File: src/shared/core_ops_pkg.sv
package core_ops_pkg;
   localparam int INSTR_W = 14;
   localparam int ADDR_W = 7;
   localparam int DATA_W = 8;
   localparam int PC_W = 15;
   localparam int PC_LOW_W = 11;
   localparam int LATCH_W = 7;
   localparam int OPC_MSB = 13;
   localparam int OPC_LSB = 8;
   localparam int JUMP_LSB = 11;
   localparam int DEST_BIT = 7;
   localparam int LATCH_HI_MSB = 6;
   localparam int LATCH_HI_LSB = 3;
   localparam logic [5:0] OPC_INCREMENT_FILE = 6'h01;
   localparam logic [5:0] OPC_INCREMENT_SKIP = 6'h02;
   localparam logic [5:0] OPC_OR_FILE = 6'h03;
   localparam logic [5:0] OPC_SHIFT_LEFT = 6'h04;
   localparam logic [5:0] OPC_OR_LITERAL = 6'h05;
   localparam logic [2:0] OPC_JUMP = 3'h7;
   localparam logic DEST_ACC = 1'b0;
   localparam logic DEST_FILE = 1'b1;
   localparam logic [7:0] ACC_RST = 8'h00;
   localparam logic CARRY_RST = 1'b0;
   localparam logic ZERO_RST = 1'b0;
   localparam logic [14:0] PC_RST = 15'h0000;

   typedef enum logic [2:0] {
      op_nop,
      op_increment_file,
      op_increment_skip_if_zero,
      op_or_accumulator_with_file,
      op_shift_left_file,
      op_or_literal_into_accumulator,
      op_jump
   } op_t;

   typedef enum logic [2:0] {
      st_idle = 3'b001,
      st_read = 3'b010,
      st_exec = 3'b100
   } state_t;

   typedef struct packed {
      op_t op;
      logic [6:0] addr;
      logic dest;
      logic [10:0] imm;
   } decoded_t;

   typedef struct packed {
      logic we;
      logic [6:0] addr;
      logic [7:0] data;
   } file_write_t;
endpackage : core_ops_pkg

File: src/rtl/increment_or_shift_jump_ops.sv
`timescale 1ns/100ps
module increment_or_shift_jump_ops (
   input wire logic mclk,
   input wire logic resetn,
   input wire logic instr_valid,
   input wire logic [13:0] instr,
   output logic instr_ready,
   input wire logic [6:0] program_counter_high_latch,
   output logic file_rd,
   output logic [6:0] file_raddr,
   input wire logic [7:0] file_rdata,
   output core_ops_pkg::file_write_t file_wr,
   output logic [7:0] acc,
   output logic carry,
   output logic zero,
   output logic pc_load,
   output logic [14:0] pc_value,
   output logic retired,
   output logic skipped,
   output logic unsupported
);

   function automatic core_ops_pkg::decoded_t decode(input logic [13:0] w);
      core_ops_pkg::decoded_t d;
      logic [5:0] opc;
      d.op = core_ops_pkg::op_nop;
      d.addr = w[6:0];
      d.dest = w[core_ops_pkg::DEST_BIT];
      d.imm = w[10:0];
      opc = w[core_ops_pkg::OPC_MSB:core_ops_pkg::OPC_LSB];
      if (w[13:core_ops_pkg::JUMP_LSB] == core_ops_pkg::OPC_JUMP) begin
         d.op = core_ops_pkg::op_jump;
      end else if (opc == core_ops_pkg::OPC_INCREMENT_FILE) begin
         d.op = core_ops_pkg::op_increment_file;
      end else if (opc == core_ops_pkg::OPC_INCREMENT_SKIP) begin
         d.op = core_ops_pkg::op_increment_skip_if_zero;
      end else if (opc == core_ops_pkg::OPC_OR_FILE) begin
         d.op = core_ops_pkg::op_or_accumulator_with_file;
      end else if (opc == core_ops_pkg::OPC_SHIFT_LEFT) begin
         d.op = core_ops_pkg::op_shift_left_file;
      end else if (opc == core_ops_pkg::OPC_OR_LITERAL) begin
         d.op = core_ops_pkg::op_or_literal_into_accumulator;
      end
      return d;
   endfunction : decode

   function automatic logic uses_file(input core_ops_pkg::op_t op);
      return (op == core_ops_pkg::op_increment_file) ||
             (op == core_ops_pkg::op_increment_skip_if_zero) ||
             (op == core_ops_pkg::op_or_accumulator_with_file) ||
             (op == core_ops_pkg::op_shift_left_file);
   endfunction : uses_file

   core_ops_pkg::state_t state_q;
   core_ops_pkg::decoded_t cur_q;
   core_ops_pkg::decoded_t dec;
   logic accept;
   logic discard_q;
   logic flushed_q;
   logic bad_q;
   logic [7:0] result;
   logic new_carry;
   logic writes_dest;
   logic sets_zero;

   assign accept = instr_valid && instr_ready;
   assign dec = decode(instr);

   always_comb begin
      result = acc;
      new_carry = carry;
      writes_dest = 1'b0;
      sets_zero = 1'b0;
      case (cur_q.op)
         core_ops_pkg::op_increment_file: begin
            result = 8'(file_rdata + 8'h01);
            writes_dest = 1'b1;
            sets_zero = 1'b1;
         end
         core_ops_pkg::op_increment_skip_if_zero: begin
            result = 8'(file_rdata + 8'h01);
            writes_dest = 1'b1;
         end
         core_ops_pkg::op_or_accumulator_with_file: begin
            result = acc | file_rdata;
            writes_dest = 1'b1;
            sets_zero = 1'b1;
         end
         core_ops_pkg::op_shift_left_file: begin
            result = {file_rdata[6:0], 1'b0};
            new_carry = file_rdata[7];
            writes_dest = 1'b1;
            sets_zero = 1'b1;
         end
         core_ops_pkg::op_or_literal_into_accumulator: begin
            result = acc | cur_q.imm[7:0];
            sets_zero = 1'b1;
         end
         default: begin
            result = acc;
         end
      endcase
   end

   // Sequencing: one pass from acceptance to retirement is one instruction cycle.
   always_ff @(posedge mclk or negedge resetn) begin
      if (!resetn) begin
         state_q <= core_ops_pkg::st_idle;
         instr_ready <= 1'b0;
         cur_q <= '0;
         flushed_q <= 1'b0;
         bad_q <= 1'b0;
         file_rd <= 1'b0;
         file_raddr <= 7'h00;
      end else begin
         file_rd <= 1'b0;
         case (state_q)
            core_ops_pkg::st_idle: begin
               instr_ready <= 1'b1;
               if (accept) begin
                  instr_ready <= 1'b0;
                  flushed_q <= discard_q;
                  bad_q <= 1'b0;
                  cur_q <= dec;
                  if (discard_q) begin
                     // The instruction behind a taken skip or jump runs as a no-op.
                     cur_q.op <= core_ops_pkg::op_nop;
                     state_q <= core_ops_pkg::st_exec;
                  end else if (uses_file(dec.op)) begin
                     file_rd <= 1'b1;
                     file_raddr <= dec.addr;
                     state_q <= core_ops_pkg::st_read;
                  end else begin
                     bad_q <= (dec.op == core_ops_pkg::op_nop);
                     state_q <= core_ops_pkg::st_exec;
                  end
               end
            end
            core_ops_pkg::st_read: begin
               state_q <= core_ops_pkg::st_exec;
            end
            core_ops_pkg::st_exec: begin
               instr_ready <= 1'b1;
               state_q <= core_ops_pkg::st_idle;
            end
            default: begin
               state_q <= core_ops_pkg::st_idle;
            end
         endcase
      end
   end

   always_ff @(posedge mclk or negedge resetn) begin
      if (!resetn) begin
         acc <= core_ops_pkg::ACC_RST;
         carry <= core_ops_pkg::CARRY_RST;
         zero <= core_ops_pkg::ZERO_RST;
         file_wr <= '0;
      end else begin
         file_wr.we <= 1'b0;
         if (state_q == core_ops_pkg::st_exec) begin
            if (writes_dest && cur_q.dest == core_ops_pkg::DEST_FILE) begin
               file_wr.we <= 1'b1;
               file_wr.addr <= cur_q.addr;
               file_wr.data <= result;
            end else if (writes_dest || cur_q.op == core_ops_pkg::op_or_literal_into_accumulator) begin
               acc <= result;
            end
            if (sets_zero) begin
               zero <= (result == 8'h00);
            end
            carry <= new_carry;
         end
      end
   end

   always_ff @(posedge mclk or negedge resetn) begin
      if (!resetn) begin
         discard_q <= 1'b0;
         pc_load <= 1'b0;
         pc_value <= core_ops_pkg::PC_RST;
         retired <= 1'b0;
         skipped <= 1'b0;
         unsupported <= 1'b0;
      end else begin
         pc_load <= 1'b0;
         retired <= 1'b0;
         skipped <= 1'b0;
         unsupported <= 1'b0;
         if (state_q == core_ops_pkg::st_exec) begin
            retired <= 1'b1;
            skipped <= flushed_q;
            unsupported <= bad_q && !flushed_q;
            discard_q <= ((cur_q.op == core_ops_pkg::op_increment_skip_if_zero) &&
                          (result == 8'h00)) ||
                         (cur_q.op == core_ops_pkg::op_jump);
            if (cur_q.op == core_ops_pkg::op_jump) begin
               pc_load <= 1'b1;
               pc_value <= {program_counter_high_latch[core_ops_pkg::LATCH_HI_MSB:
                                                       core_ops_pkg::LATCH_HI_LSB],
                            cur_q.imm};
            end
         end
      end
   end

endmodule : increment_or_shift_jump_ops

File: config.mk
export PLATFORM = sky130hd
export DESIGN_NAME = increment_or_shift_jump_ops
export DESIGN_NICKNAME = d
export VERILOG_FILES = /design/src/shared/core_ops_pkg.sv /design/src/rtl/increment_or_shift_jump_ops.sv
export SDC_FILE = /design/constraint.sdc
export NUM_CORES = 1
export LEC_CHECK = 0
export BUFFER_PORTS_ARGS = -buffer_cell sky130_fd_sc_hd__buf_2
export CELL_PAD_IN_SITES_DETAIL_PLACEMENT = 0
export CELL_PAD_IN_SITES_GLOBAL_PLACEMENT = 2
export CORE_MARGIN = 8
export CORE_UTILIZATION = 33
export DETAILED_ROUTE_END_ITERATION = 16
export GPL_TIMING_DRIVEN = 0
export PLACE_DENSITY = 0.89
export SETUP_SLACK_MARGIN = 0.05
export SLEW_MARGIN = 20
export SYNTH_ARGS = -nofsm -noshare
export SYNTH_HDL_FRONTEND = slang
export SYNTH_SLANG_ARGS = --single-unit
File: constraint.sdc
create_clock -name mclk -period 2.2 [get_ports mclk]
set_input_delay 0.44 -clock mclk [delete_from_list [all_inputs] [get_ports mclk]]
set_output_delay 0.44 -clock mclk [all_outputs]
set_load 0.02 [all_outputs]
==> impl_metrics.env <==
export IMPL_dieArea_sq_um=14400
export IMPL_drt_pass1_iter_count=4
export IMPL_skew_ns=0.0180
export IMPL_vias=2976
export IMPL_crit_required_ns=2.47
export IMPL_grt_setup_unrepaired="true"
export IMPL_dp_cells=565
export IMPL_crit_type="reg -> reg"
export IMPL_min_to="cur_q[15]"
export IMPL_layoutNonFillerInstCount=594
export IMPL_antenna_found_initial=0
export IMPL_io_pins=86
export IMPL_setup_ws_ns=0.0369
export IMPL_die_h_microns=120
export IMPL_r2r_setup_slack_ns=0.04
export IMPL_hold_start="instr[3]"
export IMPL_cts_sinks=74
export IMPL_fillers=1038
export IMPL_finalHoldViolCount=0
export IMPL_dp_slack_ns=-0.302
export IMPL_synth_edf_count=0
export IMPL_cts_tree="yes"
export IMPL_grt_max_degree=55
export IMPL_core_area_sq_um=10700
export IMPL_rows=38
export IMPL_grt_pass1_wl_microns=16500
export IMPL_worstRegToRegCells=8
export IMPL_drv_cap=0
export IMPL_antennaDiodeCount=0
export IMPL_leakagePower_nw=2.31
export IMPL_yosysSeqAreaShare=0.517
export IMPL_max_slew_margin_rel=0.665
export IMPL_dp_hpwl_microns=7540
export IMPL_cp_cell_sequence="buf_4 -> inv_1 -> clkbuf_4 -> and2_4 -> a221oi_4 -> nor2_2 -> or4_4 -> o31ai_2"
export IMPL_gp_congestion=0.862
export IMPL_synth_distinct_cells=58
export IMPL_finalSetupViolations=0
export IMPL_period_share=0.983
export IMPL_htreeDepth=3
export IMPL_hp_class="in -> reg"
export IMPL_cts_root_buf="clkbuf_8"
export IMPL_cts_buffer_depth=2
export IMPL_path_depth=8
export IMPL_seqCellArea_sq_um=1850
export IMPL_slowest_delay_ns=0.59
export IMPL_crit_arrival_ns=2.43
export IMPL_area_growth_pct=30.2
export IMPL_final_cell_mix="buf_2, dfrtp_1, nand2_1, mux2_2, o21ai_0"
export IMPL_die_x_microns=120
export IMPL_peakVddDrop_v=0.000462
export IMPL_grt_usage=0.145
export IMPL_ys_ff_latch=74
export IMPL_clk_pin_slew_worst_paths_ns=0.08
export IMPL_crit_family="simple AND/OR/NAND/NOR gates"
export IMPL_clk_latency_ns=0.36
export IMPL_cts_buffers=9
export IMPL_outcome="finished, final reports clean"
export IMPL_crit_path_start_kind="flip-flop"
export IMPL_drt_iter0_markers=159
export IMPL_r2r_start="cur_q[21]"
export IMPL_async_reset_ff_frac=1.00
export IMPL_grt_ovfl_total=0
export IMPL_netlist_instances=343
export IMPL_synth_area_per_cell_sq_um=10.4
export IMPL_min_path_cells=3
export IMPL_crit_path_end_kind="flip-flop"
export IMPL_initial_core_util=0.335
export IMPL_port_buffers=81
export IMPL_fmax_mhz=462
export IMPL_path_max_fanout=10
export IMPL_drt_wl_total_microns=10300
export IMPL_powerDensity_nw_per_um2=1320
export IMPL_reg2reg_to="zero"
export IMPL_worst_pin_slew_ns=0.503
export IMPL_yosysWarnings=0
export IMPL_critical_path_buf_inv_count=3
export IMPL_min_period_ns=2.16
export IMPL_ant_nets=0
export IMPL_synthFlopType="dfrtp_1"
export IMPL_routedWlPerCell_microns=17.3
export IMPL_multiInputGateArea_sq_um=1730
export IMPL_maxSlewViolCount=0
export IMPL_drive_above_1_share=0.410
export IMPL_nNetsFinal=482
export IMPL_slowest_stage="or4_4"
export IMPL_grt_pass1_vias=3118
export IMPL_fin_setup_tns_ns=0
export IMPL_viasPerCell=5.01
export IMPL_mostFrequentLayoutCell="buf_2"
export IMPL_syn_nets=376
export IMPL_synth_cell_area_sq_um=3580
export IMPL_drc=0
final cells by class:
type	count	share of cell area
Buffer	15	0.0239
Timing Repair Buffer	95	0.116
Clock buffer	11	0.0303
Clock inverter	5	0.0132
Inverter	13	0.0113
Tap cell	140	0.0376
Multi-Input combinational cell	241	0.371
Sequential cell	74	0.397
through the flow:
step	total power, mW	util	instance area [sq um]	hold WS (ns)
global route	6.57	0.436	4660	0.278
floorplan	3.79	-	3580	0.144
detailed placement	4.68	0.392	4190	0.355
global placement	4.63	0.389	4160	0.449
finish	6.14	0.436	4660	0.292
CTS	5.99	0.423	4520	0.277
tightest hold or removal path, cell delays in order:
cell and delay (ns):
buf_2 0.09, nand2_1 0.04, nand2_1 0.05
cell usage after synthesis, drive strengths merged, types with 7 or more instances:
library cell,instances,share of area
a21oi,15,0.022
nand2,52,0.055
nor2,22,0.025
nand3,8,0.013
o31ai,7,0.015
o21ai,26,0.036
inv,13,0.014
dfrtp,73,0.51
mux2,35,0.11
nor2b,7,0.013
buf,10,0.023
power by group:
group | switching, mW | internal (mW) | leakage (nW)
combinational | 1.70 | 1.14 | 1.26
sequential | 0.358 | 1.83 | 0.946
clock | 0.539 | 0.564 | 0.104
total | 2.60 | 3.54 | 2.31
flip-flops by register name, summed over array words and instances (netlist names):
signal and cells:
file_wr 16, pc_value 15, cur_q 14, acc 8, file_raddr 7, state_q 3, bad_q 1, carry 1
discard_q 1, file_rd 1, flushed_q 1, instr_ready 1, pc_load 1, retired 1, skipped 1, unsupported 1
zero 1
worst max path at each step:
stage | slack [ns] | to | start
finish | 0.04 | zero | cur_q[21]
global route | -0.04 | zero | cur_q[21]
CTS | 0.03 | discard_q | cur_q[20]
detailed placement | -0.30 | discard_q | file_rdata[0]
global placement | -0.32 | discard_q | file_rdata[0]
floorplan | 0.14 | discard_q | file_rdata[0]
cell families (layout without fill, tap and decap cells):
logic type | after synthesis | count (layout) | synth area share
AND/OR/NAND/NOR | 118 | 118 | 0.161
AO/OA/AOI/OAI | 80 | 80 | 0.148
flip-flops | 74 | 74 | 0.517
multiplexers | 36 | 36 | 0.113
buffers and inverters | 28 | 139 | 0.0423
XOR/XNOR | 6 | 6 | 0.0147
adder cells (fa/ha/maj) | 1 | 1 | 0.00349
repair_timing:
action,CTS,global route
setup endpoints to repair,14,18
pin swaps,6,10
hold buffers,1,0
endpoints found under the hold margin,20,0
resized for setup,15,26
setup buffers,6,5
cloned,1,0
metal layers:
| metal | part of all wire | vias up | global-route usage |
|---|---|---|---|
| li1 | - | 1432 | - |
| met1 | 0.43 | 1462 | 0.174 |
| met2 | 0.49 | 70 | 0.233 |
| met3 | 0.058 | 12 | 0.0457 |
| met4 | 0.019 | 0 | 0.0687 |
| met5 | 0 | - | 0 |
Note: power is estimated with default switching activity, not from simulation.
